File: src/rtl/mppd_consts.vh
// Constants for the multi-port pin data register block.
// Assumes inclusion by the pin data block files and by the test bench.
`ifndef MPPD_CONSTS_VH
`define MPPD_CONSTS_VH
// ------------------------------------------------------------
// Register byte addresses
// ------------------------------------------------------------
`define MPPD_ADDR_W        32
`define MPPD_OFF_PORT_C    32'h04000124
`define MPPD_OFF_PORT_D    32'h04000126
`define MPPD_OFF_PORT_E    32'h04000128
`define MPPD_OFF_PORT_F    32'h0400012A
`define MPPD_OFF_PORT_G    32'h0400012C
`define MPPD_OFF_PORT_H    32'h0400012E
`define MPPD_OFF_FUNC_C    32'h04000140
`define MPPD_OFF_FUNC_D    32'h04000144
`define MPPD_OFF_FUNC_E    32'h04000148
`define MPPD_OFF_FUNC_F    32'h0400014C
`define MPPD_OFF_FUNC_G    32'h04000150
`define MPPD_OFF_FUNC_H    32'h04000154
// ------------------------------------------------------------
// Reset values
// ------------------------------------------------------------
`define MPPD_RST_PORT_C    8'hFF
`define MPPD_RST_PORT_D    8'hFB
`define MPPD_RST_PORT_E    8'hFF
`define MPPD_RST_PORT_H    8'h00
`define MPPD_RST_FUNC      16'hAAAA
// ------------------------------------------------------------
// Writable bit masks
// ------------------------------------------------------------
`define MPPD_WMASK_ALL     8'hFF
`define MPPD_WMASK_PORT_D  8'hAF
`define MPPD_WMASK_PORT_H  8'h80
`define MPPD_WMASK_NONE    8'h00
// ------------------------------------------------------------
// Function codes
// ------------------------------------------------------------
`define MPPD_FN_ALT        2'h0
`define MPPD_FN_OUT        2'h1
`define MPPD_FN_IN_PU      2'h2
`define MPPD_FN_IN_NOPU    2'h3
`define MPPD_ZERO32        32'h00000000
`endif

File: src/rtl/mppd_port.v
// One eight-bit port: stored data bits, pin drive and read multiplexing.
// Assumes synchronised pin levels and a function field from the controller.
`timescale 1ns/100ps
`include "mppd_consts.vh"
module mppd_port #(
  parameter [7:0] RST_VAL  = 8'h00,
  parameter [7:0] WMASK    = 8'hFF,
  parameter [7:0] HAS_STORE = 8'hFF
) (
  input  wire        pclk,
  input  wire        presetn,
  input  wire        clk_en,
  input  wire        wr_en,
  input  wire [7:0]  wr_data,
  input  wire [15:0] func_sel,
  input  wire [7:0]  pin_level,
  output wire [7:0]  rd_data,
  output wire [7:0]  pin_out,
  output wire [7:0]  pin_oe,
  output wire [7:0]  pullup_en
);
  reg  [7:0] data_r;
  reg  [7:0] data_nxt;
  reg  [7:0] rd_c;
  reg  [7:0] oe_c;
  reg  [7:0] pu_c;
  reg  [1:0] fn;
  integer    i;

  always @*
  begin
    data_nxt = (data_r & ~WMASK) | (wr_data & WMASK);
  end

  // Power-on reset only; no other mode touches these bits.
  always @(posedge pclk or negedge presetn)
  begin
    if (!presetn)
      data_r <= RST_VAL;
    else if (clk_en && wr_en)
      data_r <= data_nxt;
  end

  always @*
  begin
    rd_c = 8'h00;
    oe_c = 8'h00;
    pu_c = 8'h00;
    fn   = 2'h0;
    for (i = 0; i < 8; i = i + 1)
    begin
      fn      = func_sel[2*i +: 2];
      pu_c[i] = (fn == `MPPD_FN_IN_PU);
      if (fn == `MPPD_FN_IN_PU || fn == `MPPD_FN_IN_NOPU)
        rd_c[i] = pin_level[i];
      else if (HAS_STORE[i])
        rd_c[i] = data_r[i];
      else
        rd_c[i] = 1'b0;
      oe_c[i] = HAS_STORE[i] & WMASK[i] & (fn == `MPPD_FN_OUT);
    end
  end

  assign rd_data   = rd_c;
  assign pin_out   = data_r & WMASK;
  assign pin_oe    = oe_c;
  assign pullup_en = pu_c;
endmodule // mppd_port

File: src/rtl/mppd_top.v
// Pin data registers for ports C to H with an APB slave.
// Assumes an APB master on pclk; pins arrive asynchronously.
//
// What this block does
// - Each pin's two-bit function field comes from the function controller.
// - Codes: 00 alternate, 01 output, 10 input pull-up, 11 input no pull-up.
// - Output pins read back the stored register bit.
// - Input pins read the live pin level.
// - In output mode a written bit is stored and driven on the pin.
// - In alternate or input modes a write is stored, pin unchanged.
// - Port C input pins read the pin; writes stored without pin effect.
// - Port D has six writable bits; bits 6 and 4 are input only.
// - Port D bits 6 and 4 read low outside input; writes ignored.
// - Power-on reset loads port D with FB.
// - Data registers keep contents except on power-on reset.
// - Data bit n maps to pin n.
// - Port E has eight bidirectional pins.
// - Port F is read-only input; codes 00 and 01 read zero.
// - Port F input modes read the pin levels.
// - Port G is read-only input; non-input codes read zero.
// - Port H has only bit 7 writable and bidirectional.
// - Port H bits 6 to 0 read low outside input; writes ignored.
// - Power-on reset loads port H with zero.
`timescale 1ns/100ps
`include "mppd_consts.vh"
module mppd_top (
  input  wire        pclk,
  input  wire        presetn,
  input  wire        clk_en,
  input  wire        psel,
  input  wire        penable,
  input  wire        pwrite,
  input  wire [31:0] paddr,
  input  wire [31:0] pwdata,
  output reg  [31:0] prdata,
  output reg         pready,
  output reg         pslverr,
  input  wire [7:0]  port_c_pin_in,
  input  wire [7:0]  port_d_pin_in,
  input  wire [7:0]  port_e_pin_in,
  input  wire [7:0]  port_f_pin_in,
  input  wire [7:0]  port_g_pin_in,
  input  wire [7:0]  port_h_pin_in,
  output reg  [7:0]  port_c_pin_out,
  output reg  [7:0]  port_c_pin_oe,
  output reg  [7:0]  port_c_pullup,
  output reg  [7:0]  port_d_pin_out,
  output reg  [7:0]  port_d_pin_oe,
  output reg  [7:0]  port_d_pullup,
  output reg  [7:0]  port_e_pin_out,
  output reg  [7:0]  port_e_pin_oe,
  output reg  [7:0]  port_e_pullup,
  output reg  [7:0]  port_f_pullup,
  output reg  [7:0]  port_g_pullup,
  output reg  [7:0]  port_h_pin_out,
  output reg  [7:0]  port_h_pin_oe,
  output reg  [7:0]  port_h_pullup
);
  // ------------------------------------------------------------
  // Pin synchronisers
  // ------------------------------------------------------------
  reg  [47:0] pin_meta_r;
  reg  [47:0] pin_sync_r;
  wire [47:0] pin_raw = {port_h_pin_in, port_g_pin_in, port_f_pin_in,
                         port_e_pin_in, port_d_pin_in, port_c_pin_in};

  always @(posedge pclk or negedge presetn)
  begin
    if (!presetn)
    begin
      pin_meta_r <= 48'h000000000000;
      pin_sync_r <= 48'h000000000000;
    end
    else if (clk_en)
    begin
      pin_meta_r <= pin_raw;
      pin_sync_r <= pin_meta_r;
    end
  end

  // ------------------------------------------------------------
  // Function control registers
  // ------------------------------------------------------------
  reg  [15:0] func_c_r;
  reg  [15:0] func_d_r;
  reg  [15:0] func_e_r;
  reg  [15:0] func_f_r;
  reg  [15:0] func_g_r;
  reg  [15:0] func_h_r;

  // Single-cycle access phase: pready is high whenever the access phase is seen.
  wire wr_acc = psel & penable & pwrite & clk_en;

  always @(posedge pclk or negedge presetn)
  begin
    if (!presetn)
    begin
      func_c_r <= `MPPD_RST_FUNC;
      func_d_r <= `MPPD_RST_FUNC;
      func_e_r <= `MPPD_RST_FUNC;
      func_f_r <= `MPPD_RST_FUNC;
      func_g_r <= `MPPD_RST_FUNC;
      func_h_r <= `MPPD_RST_FUNC;
    end
    else if (wr_acc)
    begin
      if (paddr == `MPPD_OFF_FUNC_C)
        func_c_r <= pwdata[15:0];
      else if (paddr == `MPPD_OFF_FUNC_D)
        func_d_r <= pwdata[15:0];
      else if (paddr == `MPPD_OFF_FUNC_E)
        func_e_r <= pwdata[15:0];
      else if (paddr == `MPPD_OFF_FUNC_F)
        func_f_r <= pwdata[15:0];
      else if (paddr == `MPPD_OFF_FUNC_G)
        func_g_r <= pwdata[15:0];
      else if (paddr == `MPPD_OFF_FUNC_H)
        func_h_r <= pwdata[15:0];
    end
  end

  // ------------------------------------------------------------
  // Ports
  // ------------------------------------------------------------
  wire [7:0] rd_c, rd_d, rd_e, rd_f, rd_g, rd_h;
  wire [7:0] out_c, out_d, out_e, out_h;
  wire [7:0] oe_c, oe_d, oe_e, oe_h;
  wire [7:0] pu_c, pu_d, pu_e, pu_f, pu_g, pu_h;

  // Strobes are decoded once here so each port sees a single-bit enable.
  wire       wr_port_c = wr_acc & (paddr == `MPPD_OFF_PORT_C);
  wire       wr_port_d = wr_acc & (paddr == `MPPD_OFF_PORT_D);
  wire       wr_port_e = wr_acc & (paddr == `MPPD_OFF_PORT_E);
  wire       wr_port_h = wr_acc & (paddr == `MPPD_OFF_PORT_H);

  mppd_port #(
    .RST_VAL   (`MPPD_RST_PORT_C),
    .WMASK     (`MPPD_WMASK_ALL),
    .HAS_STORE (`MPPD_WMASK_ALL)
  ) u_port_c (
    .pclk      (pclk),
    .presetn   (presetn),
    .clk_en    (clk_en),
    .wr_en     (wr_port_c),
    .wr_data   (pwdata[7:0]),
    .func_sel  (func_c_r),
    .pin_level (pin_sync_r[7:0]),
    .rd_data   (rd_c),
    .pin_out   (out_c),
    .pin_oe    (oe_c),
    .pullup_en (pu_c)
  );

  mppd_port #(
    .RST_VAL   (`MPPD_RST_PORT_D),
    .WMASK     (`MPPD_WMASK_PORT_D),
    .HAS_STORE (`MPPD_WMASK_PORT_D)
  ) u_port_d (
    .pclk      (pclk),
    .presetn   (presetn),
    .clk_en    (clk_en),
    .wr_en     (wr_port_d),
    .wr_data   (pwdata[7:0]),
    .func_sel  (func_d_r),
    .pin_level (pin_sync_r[15:8]),
    .rd_data   (rd_d),
    .pin_out   (out_d),
    .pin_oe    (oe_d),
    .pullup_en (pu_d)
  );

  mppd_port #(
    .RST_VAL   (`MPPD_RST_PORT_E),
    .WMASK     (`MPPD_WMASK_ALL),
    .HAS_STORE (`MPPD_WMASK_ALL)
  ) u_port_e (
    .pclk      (pclk),
    .presetn   (presetn),
    .clk_en    (clk_en),
    .wr_en     (wr_port_e),
    .wr_data   (pwdata[7:0]),
    .func_sel  (func_e_r),
    .pin_level (pin_sync_r[23:16]),
    .rd_data   (rd_e),
    .pin_out   (out_e),
    .pin_oe    (oe_e),
    .pullup_en (pu_e)
  );

  mppd_port #(
    .RST_VAL   (`MPPD_WMASK_NONE),
    .WMASK     (`MPPD_WMASK_NONE),
    .HAS_STORE (`MPPD_WMASK_NONE)
  ) u_port_f (
    .pclk      (pclk),
    .presetn   (presetn),
    .clk_en    (clk_en),
    .wr_en     (1'b0),
    .wr_data   (pwdata[7:0]),
    .func_sel  (func_f_r),
    .pin_level (pin_sync_r[31:24]),
    .rd_data   (rd_f),
    .pin_out   (),
    .pin_oe    (),
    .pullup_en (pu_f)
  );

  mppd_port #(
    .RST_VAL   (`MPPD_WMASK_NONE),
    .WMASK     (`MPPD_WMASK_NONE),
    .HAS_STORE (`MPPD_WMASK_NONE)
  ) u_port_g (
    .pclk      (pclk),
    .presetn   (presetn),
    .clk_en    (clk_en),
    .wr_en     (1'b0),
    .wr_data   (pwdata[7:0]),
    .func_sel  (func_g_r),
    .pin_level (pin_sync_r[39:32]),
    .rd_data   (rd_g),
    .pin_out   (),
    .pin_oe    (),
    .pullup_en (pu_g)
  );

  mppd_port #(
    .RST_VAL   (`MPPD_RST_PORT_H),
    .WMASK     (`MPPD_WMASK_PORT_H),
    .HAS_STORE (`MPPD_WMASK_PORT_H)
  ) u_port_h (
    .pclk      (pclk),
    .presetn   (presetn),
    .clk_en    (clk_en),
    .wr_en     (wr_port_h),
    .wr_data   (pwdata[7:0]),
    .func_sel  (func_h_r),
    .pin_level (pin_sync_r[47:40]),
    .rd_data   (rd_h),
    .pin_out   (out_h),
    .pin_oe    (oe_h),
    .pullup_en (pu_h)
  );

  // ------------------------------------------------------------
  // APB read path and response
  // ------------------------------------------------------------
  reg [31:0] rd_mux;
  reg        hit;

  always @*
  begin
    hit    = 1'b1;
    rd_mux = `MPPD_ZERO32;
    if (paddr == `MPPD_OFF_PORT_C)
      rd_mux = {24'h000000, rd_c};
    else if (paddr == `MPPD_OFF_PORT_D)
      rd_mux = {24'h000000, rd_d};
    else if (paddr == `MPPD_OFF_PORT_E)
      rd_mux = {24'h000000, rd_e};
    else if (paddr == `MPPD_OFF_PORT_F)
      rd_mux = {24'h000000, rd_f};
    else if (paddr == `MPPD_OFF_PORT_G)
      rd_mux = {24'h000000, rd_g};
    else if (paddr == `MPPD_OFF_PORT_H)
      rd_mux = {24'h000000, rd_h};
    else if (paddr == `MPPD_OFF_FUNC_C)
      rd_mux = {16'h0000, func_c_r};
    else if (paddr == `MPPD_OFF_FUNC_D)
      rd_mux = {16'h0000, func_d_r};
    else if (paddr == `MPPD_OFF_FUNC_E)
      rd_mux = {16'h0000, func_e_r};
    else if (paddr == `MPPD_OFF_FUNC_F)
      rd_mux = {16'h0000, func_f_r};
    else if (paddr == `MPPD_OFF_FUNC_G)
      rd_mux = {16'h0000, func_g_r};
    else if (paddr == `MPPD_OFF_FUNC_H)
      rd_mux = {16'h0000, func_h_r};
    else
      hit = 1'b0;
  end

  // The answer is registered in the setup cycle so every bus output
  // comes from a flip-flop; the access phase then completes in one cycle.
  always @(posedge pclk or negedge presetn)
  begin
    if (!presetn)
    begin
      prdata  <= `MPPD_ZERO32;
      pready  <= 1'b0;
      pslverr <= 1'b0;
    end
    else if (clk_en)
    begin
      pready  <= psel & ~penable;
      pslverr <= psel & ~penable & ~hit;
      // An unmapped write also loads rd_mux, which is zero then, so an
      // error answer never carries stale read data.
      if (psel && !penable && (!pwrite || !hit))
        prdata <= rd_mux;
    end
  end

  // ------------------------------------------------------------
  // Registered pin outputs
  // ------------------------------------------------------------
  always @(posedge pclk or negedge presetn)
  begin
    if (!presetn)
    begin
      port_c_pin_out <= 8'h00;
      port_c_pin_oe  <= 8'h00;
      port_c_pullup  <= 8'h00;
      port_d_pin_out <= 8'h00;
      port_d_pin_oe  <= 8'h00;
      port_d_pullup  <= 8'h00;
      port_e_pin_out <= 8'h00;
      port_e_pin_oe  <= 8'h00;
      port_e_pullup  <= 8'h00;
      port_f_pullup  <= 8'h00;
      port_g_pullup  <= 8'h00;
      port_h_pin_out <= 8'h00;
      port_h_pin_oe  <= 8'h00;
      port_h_pullup  <= 8'h00;
    end
    else if (clk_en)
    begin
      port_c_pin_out <= out_c;
      port_c_pin_oe  <= oe_c;
      port_c_pullup  <= pu_c;
      port_d_pin_out <= out_d;
      port_d_pin_oe  <= oe_d;
      port_d_pullup  <= pu_d;
      port_e_pin_out <= out_e;
      port_e_pin_oe  <= oe_e;
      port_e_pullup  <= pu_e;
      port_f_pullup  <= pu_f;
      port_g_pullup  <= pu_g;
      port_h_pin_out <= out_h;
      port_h_pin_oe  <= oe_h;
      port_h_pullup  <= pu_h;
    end
  end
endmodule // mppd_top

File: config.mk
export PLATFORM = sky130hd
export DESIGN_NAME = mppd_top
export DESIGN_NICKNAME = d
export VERILOG_FILES = /design/src/rtl/mppd_port.v /design/src/rtl/mppd_top.v
export VERILOG_INCLUDE_DIRS = /design/src /design/src/rtl
export SDC_FILE = /design/constraint.sdc
export NUM_CORES = 1
export LEC_CHECK = 0
export BUFFER_PORTS_ARGS = -buffer_cell sky130_fd_sc_hd__buf_2
export CORE_AREA = 4 4 261 263
export DETAILED_ROUTE_END_ITERATION = 7
export DIE_AREA = 0 0 265 267
export PLACE_DENSITY_LB_ADDON = 0.12
export SLEW_MARGIN = 20
export SYNTH_ARGS = -nofsm -noshare
export SYNTH_HDL_FRONTEND = slang
export SYNTH_HIERARCHICAL = 1
export SYNTH_SLANG_ARGS = --single-unit
File: constraint.sdc
create_clock -name pclk -period 5.15 [get_ports pclk]
set_input_delay 0.2575 -clock pclk [delete_from_list [all_inputs] [get_ports pclk]]
set_output_delay 0.2575 -clock pclk [all_outputs]
set_load 0.03 [all_outputs]
# Word-level counts from Yosys, hierarchy flattened
# Cells that the tools add are included.
# Widths: inputs -> output; s select.
[op_classes]
add_sub_neg = 0
mul = 0
div_mod_pow = 0
n_lt_le_gt_ge = 0
n_eq_ne = 131
shifts = 0
mux = 72
bitwise = 18
n_reduce_logical = 65
[op_table]
columns = ["op", "n"]
rows = [
  ["$eq 32x27->1 const B", 12],
  ["$eq 2x2->1 const B", 96],
  ["$mux 16", 12],
  ["$mux 1", 60],
  ["$logic_or 1x1->1", 49],
  ["$eq 2x1->1 const B", 23],
  ["$or 7x8->8", 2],
  ["$and 1x1->1", 9],
  ["$not 1->1", 7],
  ["$reduce_and 7->1", 1],
  ["$logic_and 1x1->1", 6],
  ["$reduce_and 6->1", 1],
  ["$reduce_and 5->1", 1],
  ["$reduce_and 2->1", 2],
  ["$reduce_and 4->1", 1],
  ["$logic_not 1->1", 3],
  ["$reduce_and 3->1", 1],
]
[word_totals]
register_bits = 352
latch_bits = 0
ram_bits = 0
rom_bits = 0
output_inout_bits = 146
mem_count = 0

# Depth between registers and ports, before layout
# Gate-level depths: netlist (run 1).
[logic_depth]
word_depth = 17
depth_mapped = 10

# Modules after synthesis
# The synthesis (run 1) kept the hierarchy.
[by_module_without_submodules]
columns = ["module", "instances", "cells_per_inst", "area_per_inst_um2", "seq_area_each_um2"]
rows = [
  ["mppd_top", 1, 996, 14017.2, 8117.8],
  ["mppd_port at u_port_c ...", 2, 41, 496.7, 210.2],
  ["mppd_port at u_port_f ...", 2, 33, 284.0, 0.0],
  ["mppd_port at u_port_d", 1, 40, 459.2, 156.4],
  ["mppd_port at u_port_h", 1, 35, 264.0, 25.0],
]

# Worst setup path after synthesis (run 1)
# Ideal clock, no wire load.
[synth_timing]
kind = "input-to-reg"
start = "input port paddr[1]"
end = "register func_g_r[10]"
setup_time_ns = 0.125
arrival_time_ns = 2.270
t_required_ns = 5.025
path_slack_ns = 2.755
path_stages = 9
path_buffers = 4
path_cell_list = "buf_2 or4b_1 buf_2 or4_4 nand3_2 nor2b_1 buf_6 buf_6 mux2_4"
[synth_via]
elab_chain_len = 3
elab_cells_between_ends = 10
classes_between = "eq/ne (5); bitwise (4); reduce/logical (1)"
[synth_rtl]
columns = ["element", "line", "text"]
rows = [
  ["start, declared", "mppd_top.v:33", "input wire [31:0] paddr,"],
  ["$eq 32x27->1 (no source line)", "n/a", ""],
  ["$not 1->1 (no source line)", "n/a", ""],
  ["$reduce_and 6->1 (no source line) *", "n/a", ""],
  ["end signal, assigned", "mppd_top.v:102", "func_g_r <= `MPPD_RST_FUNC;"],
  ["end signal, assigned", "mppd_top.v:116", "func_g_r <= pwdata[15:0];"],
  ["end, declared", "mppd_top.v:88", "reg [15:0] func_g_r;"],
]
# Mark *: on every way between the ends. The rest lies on a longest branch, timed or not.
# A chain may end at the register's enable or synchronous reset.

# Final worst setup path (run 1)
[layout_timing]
start = "input port paddr[22]"
end = "register func_h_r[8]"
[layout_via]
elab_chain_len = 3
elab_cells_between_ends = 12
classes_between = "eq/ne (6); bitwise (5); reduce/logical (1)"
[layout_rtl]
columns = ["element", "line", "text"]
rows = [
  ["$eq 32x27->1 (no source line)", "n/a", ""],
  ["$not 1->1 (no source line)", "n/a", ""],
  ["$reduce_and 7->1 (no source line) *", "n/a", ""],
  ["end signal, assigned", "mppd_top.v:103", "func_h_r <= `MPPD_RST_FUNC;"],
  ["end signal, assigned", "mppd_top.v:118", "func_h_r <= pwdata[15:0];"],
  ["end, declared", "mppd_top.v:89", "reg [15:0] func_h_r;"],
]
# Marks and branches as above.

==> results of run 1 <==
-- worst max path at each step --
stage                     cells after the start                        to
after floorplan                               9  func_g_r[10]$_DFFE_PN0P_
after global placement                        8   func_g_r[0]$_DFFE_PN0P_
after detailed placement                      7  func_h_r[10]$_DFFE_PN0P_
after CTS                                     7   func_h_r[8]$_DFFE_PN0P_
after global routing                          7   func_h_r[8]$_DFFE_PN0P_
final                                         7   func_h_r[8]$_DFFE_PN0P_
-- routing by layer --
metal / track usage, % / vias to the layer above / wire length [um]
li1: - / 4878 / -
met1: 20.5 / 5475 / 24800
met2: 24.9 / 265 / 25700
met3: 2.72 / 68 / 2400
met4: 3.54 / 2 / 1090
met5: 0 / - / 13
-- final cells by class --
class                           instances  area (sq um)
Tap cell                              864          1080
Multi-Input combinational cell        768          6910
Clock buffer                           68          1320
Inverter                                2          7.51
Clock inverter                         14           159
Antenna cell                            1          2.50
Fill cell                            6693         45600
Timing Repair Buffer                  303          1870
Sequential cell                       345          8720
-- worst reg2reg max path: cells and delay by family (launching register included) --
kind / cells / cell delay, ns
flops: 1 / 0.63
compound gates: 4 / 1.44
simple gates: 1 / 0.10
-- repair_timing --
action	CTS	global route
hold buffers	50	0
hold endpoints to repair	135	0
buffers inserted	0	0
-- power groups by stage --
| stage | Combinational [mW] | Clock [mW] | Sequential, mW |
|---|---|---|---|
| 5_1_grt | 0.524 | 3.39 | 2.92 |
| 2_1_floorplan | 0.224 | 0 | 2.97 |
| 3_3_place_gp | 0.453 | 0 | 2.95 |
| 3_5_place_dp | 0.458 | 0 | 2.96 |
| 6_report | 0.478 | 3.15 | 2.91 |
| 4_1_cts | 0.489 | 3.29 | 2.91 |
-- cells in the final DEF (no fill, tap or decap), types with 7 or more instances in the layout --
cell and count:
nor3_1 7, and2_1 34, a211oi_1 9, clkbuf_1 12
mux2_4 27, o221ai_1 7, dfrtp_1 276, dlygate4sd3_1 50
mux2_2 316, clkbuf_8 11, dfstp_2 69, o21ai_0 16
nand3_1 30, nand3b_1 8, nor2b_4 17, nor2_1 10
nand2_1 22, nor4_1 11, a221oi_1 10, conb_1 34
clkinv_2 7, buf_2 229, a222oi_1 8, clkbuf_16 45
mux2_1 8, nand4_1 19, buf_4 20, o31ai_1 8
nor2b_1 60, a22oi_1 9, nand2b_1 7
==> out/results.tsv, run 1 <==
stage	metric	value	unit
run_status	run_status	completed	
sta	worst_hold_slack	0.0481	ns
layout	reg.largest.list	pin_meta_r x48, pin_sync_r x48	
placed_design	place_inst	2232	
floorplanning	die_area	70800	sq um
global_routing	track_usage	15.0	%
global_routing	grt_antenna_before_repair	1	
route	drc_errors	0	
critical_path	slowest_delay	0.85	ns
clock_network	post_cts_resized	0	
yosys	netlist_area	16100	sq um
sta	setup-violations-final	0	
critical_path	crit_family	simple AND/OR/NAND/NOR gates	
placed_design	dpl.hpwl	39200	um
route	drt_first_pass_iters	6	
route	finalWirelength	54000	um
power	pwr-share-clk	48.2	%
placed_design	place_area	18100	sq um
job	cap_violations	0	
sta	timing.fmax	330	MHz
clock_network	cts.sinks	345	
yosys	synth.avg_cell_area	13.5	sq um
critical_path	critPathArrivalTime	3.49	ns
clock_network	clkSlewWorstSetupHoldPaths	0.06	ns
sta	worst_pin_slew	0.984	ns
clock_network	cts_tree	built	
sta	maxSlewHeadroom	33.5	%
min_path	whs_endpoint	func_f_r[9]$_DFFE_PN1P_	
route	antenna_left	0	
placed_design	port_buffers	231	
layout	final_area	20100	sq um
critical_path	end_kind	register	
critical_path	crit_chain	buf_2 -> nor4b_1 -> and2_1 -> and3_1 -> nor2b_2 -> buf_4 -> mux2_4	
floorplanning	io_pins	264	
power	seqPwrFrac	44.5	%
sta	slew_viol_final	0	
critical_path	regToRegSetupSlack	2.92	ns
clock_network	cts_made_buffers	44	
floorplanning	die_y	267	um
critical_path	critPathMaxFanout	11	
sta	rsz0062_at_grt	false	
global_routing	grt_max_degree	133	
layout	final_net_count	1582	
sta	hold_violations	0	
route	initialDrtViolationCount	563	
sta	post-route-period-util	58.8	%
power	power_density	326	nW/um^2
floorplanning	coreArea	65600	sq um
global_routing	grt_first_pass_wirelength	79800	um
sta	tns	0	ns
global_routing	grt.overflow.total	0	
sta	min_period	3.03	ns
power	p_leak	9.18	nW
critical_path	worst-path-buf-inv	2	
min_path	hold_class	in -> reg	
floorplanning	rows	94	
global_routing	grt_pass1_vias	11400	
clock_network	root_buffer	clkbuf_16	
min_path	whs_path_depth	2	
power	swShare	24.3	%
route	vias_per_cell	4.52	
critical_path	startpoint_type	input pin	
critical_path	slowest_stage	nor4b_1	
power	comb_power_share	7.3	%
critical_path	worstReg2RegEnd	prdata[7]$_DFFE_PN0P_	
placed_design	routabilityCongestion	0.865	
layout	synthToLayoutAreaGrowth	25.0	%
critical_path	timing.rr.start	func_c_r[7]$_DFFE_PN1P_	
route	vias	10700	
min_path	holdCritStartpoint	pwdata[9]	
layout	drive_above_1_share	51.0	%
route	wl_per_cell	22.8	um
clock_network	clock_path_buffers	3	
floorplanning	start_util	24.5	%
critical_path	startpoint	paddr[22]	
layout	fin_cells	2365	
power	ir_drop	0.175	mV
layout	utilization	30.6	%
yosys	yosysWarnings	6	
critical_path	critPathRequiredTime	5.61	ns
sta	fin_ws	2.12	ns
sta	skew	0.0233	ns
yosys	netlist_instances	1185	
placed_design	dp_slack	1.50	ns
clock_network	clkLatencyLatePin	0.58	ns
clock_network	cts_max_level	2	
power	netSwitchingPower	1.59	mW
floorplanning	die_x	265	um
critical_path	path_class	in -> reg	
critical_path	reg2regPathDepth	5	
power	power.total	6.54	mW
power	intPower	4.95	mW
Note: power is estimated with default switching activity, not from simulation.
==> inputs of run 2 (changes only) <==
==> constraint.sdc (replaced) <==
create_clock -name pclk -period 2.9 [get_ports pclk]
set_input_delay 0.145 -clock pclk [delete_from_list [all_inputs] [get_ports pclk]]
set_output_delay 0.145 -clock pclk [all_outputs]
set_load 0.03 [all_outputs]
==> run 2 against run 1 <==
Power rose by 78%. Critical path depth rose by 3. Setup slack got worse by 1.5 ns. Routed wire length rose by 1.6%. Largest cell class unchanged. Worst hold slack barely moved. Sequential cell count did not move.
==> out/results.tsv, run 2 (synthesized netlist as in run 1, its figures left out) <==
stage	metric	value	unit	change
run_status	run_status	completed		unchanged
route	antenna_left	0		unchanged
job	cap_violations	0		unchanged
critical_path	critPathMaxFanout	19		was 11
layout	ff_latch_area	8720	sq um	unchanged
critical_path	startpoint_type	input pin		unchanged
clock_network	cts_max_level	2		unchanged
placed_design	dpl.hpwl	40500	um	was 39200 um
layout	reg.largest.list	pin_meta_r x48, pin_sync_r x48		unchanged
layout	fin_cells	2418		was 2365
layout	diodes	0		was 1
power	power_density	566	nW/um^2	was 326 nW/um^2
layout	final_cell_mix	316 x mux2_2, 276 x dfrtp_1, 229 x buf_2		unchanged
global_routing	grt_max_degree	152		was 133
critical_path	cp_common_cell	buf_4		
route	drc_errors	0		unchanged
clock_network	cts_tree	built		unchanged
floorplanning	die_area	70800	sq um	unchanged
clock_network	cts.sinks	345		unchanged
sta	skew	0.0204	ns	was 0.0233 ns
sta	setup-violations-final	0		unchanged
route	finalWirelength	54900	um	was 54000 um
global_routing	track_usage	15.3	%	was 15.0%
critical_path	end_kind	register		unchanged
sta	hold_violations	0		unchanged
route	wl_per_cell	22.7	um	was 22.8 um
clock_network	clkLatencyLatePin	0.56	ns	was 0.58 ns
clock_network	cts_setup_buffers	0		unchanged
global_routing	grt.overflow.total	0		unchanged
placed_design	routabilityCongestion	0.857		was 0.865
critical_path	slowest_delay	0.56	ns	was 0.85 ns
power	p_leak	9.47	nW	was 9.18 nW
sta	timing.fmax	445	MHz	
floorplanning	start_util	24.5	%	unchanged
critical_path	crit_chain	buf_2 -> nor4b_1 -> nand4_1 -> buf_4 -> or4_4 -> nand3_2 -> buf_4 -> nor3_2 -> buf_4 -> mux2_1		was buf_2 -> nor4b_1 -> and2_1 -> and3_1 -> nor2b_2 -> buf_4 -> mux2_4
clock_network	clock_path_buffers	3		unchanged
min_path	hold_class	in -> reg		unchanged
critical_path	crit_family	simple AND/OR/NAND/NOR gates		unchanged
layout	drive_above_1_share	52.3	%	was 51.0%
critical_path	path_class	in -> reg		unchanged
floorplanning	io_pins	264		unchanged
critical_path	worst-path-buf-inv	4		was 2
sta	worst_pin_slew	0.963	ns	was 0.984 ns
route	initialDrtViolationCount	557		was 563
power	ir_drop	0.337	mV	was 0.175 mV
sta	min_period	2.25	ns	
placed_design	port_buffers	231		unchanged
clock_network	clkSlewWorstSetupHoldPaths	0.06	ns	about the same
sta	rsz0062_at_grt	false		unchanged
global_routing	grt_pass1_vias	11600		was 11400
layout	final_common_cell	mux2_2		unchanged
route	vias_per_cell	4.56		was 4.52
sta	tns	0	ns	unchanged
sta	slew_viol_final	0		unchanged
layout	utilization	31.4	%	was 30.6%
sta	maxSlewHeadroom	35.8	%	was 33.5%
clock_network	cts_made_buffers	44		unchanged
placed_design	place_inst	2282		was 2232
layout	fill_cells	6689		was 6693
global_routing	grt_antenna_before_repair	7		was 1
critical_path	critPathArrivalTime	2.68	ns	was 3.49 ns
sta	post-route-period-util	77.5	%	
layout	final_net_count	1640		was 1582
route	vias	11000		was 10700
layout	multiInputGateArea	6900	sq um	was 6910 sq um
critical_path	slowest_stage	or4_4		was nor4b_1
floorplanning	coreArea	65600	sq um	unchanged
route	drt_first_pass_iters	6		unchanged
floorplanning	die_x	265	um	unchanged
layout	synthToLayoutAreaGrowth	28.2	%	was 25.0%
global_routing	grt_first_pass_wirelength	81200	um	was 79800 um
floorplanning	rows	94		unchanged
clock_network	root_buffer	clkbuf_16		unchanged
critical_path	critPathRequiredTime	3.33	ns	was 5.61 ns
floorplanning	die_y	267	um	unchanged
-- run 2: where the power goes --
| group | internal, mW | leakage (nW) | switching [mW] | total, mW |
|---|---|---|---|---|
| Clock | 3.45 | 0.726 | 2.17 | 5.61 |
| Combinational | 0.379 | 4.45 | 0.506 | 0.884 |
| Sequential | 5.03 | 4.29 | 0.129 | 5.16 |
-- run 2: worst paths after layout --
kind | start | end | slack (ns) | depth (start not counted)
max in group asynchronous | presetn | u_port_e/pin_out[3]$_DFFE_PN1P_ | 1.81 | 3
worst max-delay path | paddr[30] | func_f_r[8]$_DFFE_PN0P_ | 0.65 | 10
worst max register to register | func_c_r[5]$_DFFE_PN1P_ | prdata[5]$_DFFE_PN0P_ | 0.83 | 7
min in group asynchronous | presetn | func_d_r[10]$_DFFE_PN0P_ | 0.18 | 2
worst min-delay path | psel | pready$_DFFE_PN0P_ | 0.05 | 3
worst min register to register | pin_meta_r[15]$_DFFE_PN0P_ | pin_sync_r[15]$_DFFE_PN0P_ | 0.50 | 1
-- run 2: layout make-up --
type | instances | area share (%)
Inverter | 2 | 0.0365
Sequential cell | 345 | 42.4
Clock inverter | 13 | 0.833
Timing Repair Buffer | 361 | 11.6
Clock buffer | 65 | 6.32
Tap cell | 864 | 5.25
Multi-Input combinational cell | 768 | 33.5
-- run 2: stage by stage --
stage / setup slack [ns] / cell area [sq um] / power, mW / hold WS [ns]
2_1_floorplan: 0.617 / 16200 / 5.67 / -0.151
3_3_place_gp: 0.0216 / 18500 / 6.08 / 0.208
3_5_place_dp: -0.00790 / 18500 / 6.09 / 0.200
4_1_cts: 0.453 / 20600 / 11.9 / 0.0225
5_1_grt: 0.506 / 20600 / 12.2 / 0.0522
6_report: 0.652 / 20600 / 11.7 / 0.0484
-- run 2: per-layer routing --
metal / up-vias / routed length (um) / part of all wire [%] / global-route usage (%)
met3: 73 / 2730 / 5.0 / 2.87
met4: 2 / 1350 / 2.5 / 3.97
li1: 4997 / - / - / -
met5: - / 13 / 0.024 / 0
met1: 5653 / 24500 / 45 / 20.6
met2: 295 / 26200 / 48 / 25.4
-- run 2: timing repair --
item / CTS / global route
endpoints found under the hold margin: 163 / 0
resized for setup: 0 / 0
hold buffers: 58 / 0
-- run 2: worst register-to-register path, delay by kind of cell, from the launching register on --
kind,cells,cell delay [ns]
buffers and inverters,2,0.39
DFF,1,0.62
and+or+nand+nor,1,0.10
AOI/OAI and AO/OA,4,0.91
==> inputs of run 3 (changes only) <==
==> constraint.sdc (replaced) <==
create_clock -name pclk -period 2.3 [get_ports pclk]
set_input_delay 0.115 -clock pclk [delete_from_list [all_inputs] [get_ports pclk]]
set_output_delay 0.115 -clock pclk [all_outputs]
set_load 0.03 [all_outputs]
==> run 3 against run 2 <==
Clock power grew 24%. Largest cell class unchanged. Clock skew grew 0.0017 ns. Setup slack lost 0.50 ns. Largest power group unchanged. Non-clock buffer count grew 40. Die area is the same.
==> out/results.tsv, run 3 (synthesized netlist as in run 1, its figures left out) <==
stage	metric	value	unit	change
global_routing	grt.overflow.total	0		unchanged
route	finalWirelength	55700	um	was 54900 um
clock_network	cts.sinks	345		unchanged
layout	final_area	21000	sq um	was 20600 sq um
power	swShare	24.1	%	was 24.0%
critical_path	timing.rr.start	func_c_r[5]$_DFFE_PN1P_		unchanged
placed_design	dpl.hpwl	41800	um	was 40500 um
power	comb_power_share	7.9	%	was 7.6%
clock_network	clkLatencyLatePin	0.57	ns	was 0.56 ns
power	p_leak	9.70	nW	was 9.47 nW
power	netSwitchingPower	3.52	mW	was 2.80 mW
clock_network	cts_max_level	2		unchanged
critical_path	critPathMaxFanout	19		unchanged
layout	synthToLayoutAreaGrowth	30.9	%	was 28.2%
placed_design	port_buffers	231		unchanged
sta	setup-violations-final	0		unchanged
floorplanning	coreArea	65600	sq um	unchanged
critical_path	startpoint	paddr[30]		unchanged
power	intPower	11.1	mW	was 8.86 mW
floorplanning	rows	94		unchanged
layout	final_cell_mix	316 x mux2_2, 276 x dfrtp_1, 229 x buf_2		unchanged
layout	multiInputGateArea	6900	sq um	unchanged
route	vias_per_cell	4.51		was 4.56
sta	timing.fmax	466	MHz	
sta	slew_viol_final	0		unchanged
global_routing	grt_pass1_vias	11900		was 11600
route	wl_per_cell	22.7	um	about the same
critical_path	cp_common_cell	buf_4		unchanged
critical_path	reg2regPathDepth	6		was 7
clock_network	cts_setup_buffers	0		unchanged
layout	final_common_cell	mux2_2		unchanged
critical_path	startpoint_type	input pin		unchanged
placed_design	place_area	19000	sq um	was 18500 sq um
critical_path	crit_chain	buf_2 -> nor4b_1 -> nand4_1 -> buf_4 -> or4_4 -> nand3_2 -> buf_4 -> nor3_2 -> buf_12 -> mux2_1		was buf_2 -> nor4b_1 -> nand4_1 -> buf_4 -> or4_4 -> nand3_2 -> buf_4 -> nor3_2 -> buf_4 -> mux2_1
layout	reg.largest.list	pin_meta_r x48, pin_sync_r x48		unchanged
route	antenna_left	0		unchanged
layout	drive_above_1_share	53.3	%	was 52.3%
clock_network	root_buffer	clkbuf_16		unchanged
min_path	whs_path_depth	2		was 3
sta	hold_violations	0		unchanged
critical_path	critPathArrivalTime	2.59	ns	was 2.68 ns
floorplanning	die_y	267	um	unchanged
global_routing	grt_max_degree	111		was 152
clock_network	cts_tree	built		unchanged
route	vias	11100		was 11000
clock_network	clkSlewWorstSetupHoldPaths	0.07	ns	was 0.06 ns
power	seqPwrFrac	44.5	%	was 44.3%
global_routing	grt_antenna_before_repair	5		was 7
sta	post-route-period-util	93.3	%	
min_path	holdCritStartpoint	pwdata[0]		was psel
sta	tns	0	ns	unchanged
run_status	run_status	completed		unchanged
placed_design	routabilityCongestion	0.878		was 0.857
job	cap_violations	0		unchanged
critical_path	slowest_delay	0.56	ns	about the same
critical_path	crit_family	simple AND/OR/NAND/NOR gates		unchanged
route	initialDrtViolationCount	429		was 557
layout	fill_cells	6684		was 6689
layout	ff_latch_area	8720	sq um	unchanged
route	drc_errors	0		unchanged
sta	skew	0.0220	ns	was 0.0204 ns
global_routing	grt_first_pass_wirelength	82300	um	was 81200 um
power	power_density	695	nW/um^2	was 566 nW/um^2
critical_path	end_kind	register		unchanged
sta	rsz0062_at_grt	false		unchanged
critical_path	critPathRequiredTime	2.74	ns	was 3.33 ns
power	pwr-share-clk	47.6	%	was 48.1%
layout	diodes	0		unchanged
floorplanning	die_area	70800	sq um	unchanged
sta	worst_pin_slew	1.06	ns	was 0.963 ns
critical_path	slowest_stage	or4_4		unchanged
critical_path	path_class	in -> reg		unchanged
critical_path	worst-path-buf-inv	4		unchanged
layout	final_net_count	1679		was 1640
min_path	hold_class	in -> reg		unchanged
global_routing	track_usage	15.5	%	was 15.3%
critical_path	crit_cells	10		unchanged
clock_network	cts_made_buffers	43		was 44
floorplanning	start_util	24.5	%	unchanged
route	drt_first_pass_iters	4		was 6
floorplanning	io_pins	264		unchanged
sta	maxSlewHeadroom	29.1	%	was 35.8%
floorplanning	die_x	265	um	unchanged
clock_network	clock_path_buffers	3		unchanged
power	ir_drop	0.390	mV	was 0.337 mV
sta	min_period	2.15	ns	
==> run 3: changes by cell type in the layout (fill, tap and decap cells not counted) <==
cell / change
buf_12: +13
buf_4: +27
bufinv_16: -1
clkbuf_1: +3
clkinv_2: -3
clkinvlp_4: +1
==> run 3: final cells by class <==
type | count | share of cell area, %
Timing Repair Buffer | 401 | 13.6
Tap cell | 864 | 5.14
Clock inverter | 10 | 0.637
Multi-Input combinational cell | 768 | 32.8
Clock buffer | 68 | 6.25
Inverter | 2 | 0.0357
Sequential cell | 345 | 41.5
==> run 3: worst paths after layout <==
check / end / slack, ns
setup / recovery: func_f_r[14]$_DFFE_PN0P_ / 0.15
hold / removal: u_port_e/pin_out[0]$_DFFE_PN1P_ / 0.04
setup reg to reg: prdata[5]$_DFFE_PN0P_ / 0.22
hold reg to reg: port_d_pullup[3]$_DFFE_PN0P_ / 0.50
max in group asynchronous: func_f_r[7]$_DFFE_PN1P_ / 1.36
min in group asynchronous: port_d_pin_oe[4]$_DFFE_PN0P_ / 0.15
==> run 3: timing repair <==
action | in CTS | in global routing
setup endpoints to repair | 0 | 11
resized for setup | 0 | 1
endpoints found under the hold margin | 157 | 0
hold buffers | 58 | 0
==> run 3: metrics by stage <==
stage / total power [mW] / std cells / hold slack, ns / utilization (%) / setup WS (ns)
floorplan: 7.15 / 1216 / -0.181 / - / 0.0472
global placement: 7.71 / 2322 / 0.194 / 28.9 / -0.453
detailed placement: 7.72 / 2322 / 0.185 / 28.9 / -0.494
CTS: 14.9 / 2458 / 0.0112 / 32.0 / 0.0568
global route: 15.2 / 2458 / 0.0407 / 32.0 / 0.00233
finish: 14.6 / 2458 / 0.0397 / 32.0 / 0.154
==> run 3: power groups by stage <==
stage	registers [mW]	logic (mW)	clock network, mW
4_1_cts	6.51	1.19	7.21
6_report	6.51	1.15	6.95
2_1_floorplan	6.65	0.502	0
5_1_grt	6.54	1.27	7.42
3_5_place_dp	6.62	1.11	0
3_3_place_gp	6.61	1.10	0
==> run 3: routing by layer <==
metal	vias up	routed length, um	track usage, %	share of wire [%]
met4	0	1570	5.11	2.8
li1	5074	-	-	-
met5	-	0	0	0
met2	251	26500	25.6	48
met1	5678	25400	21.1	46
met3	75	2170	2.30	3.9
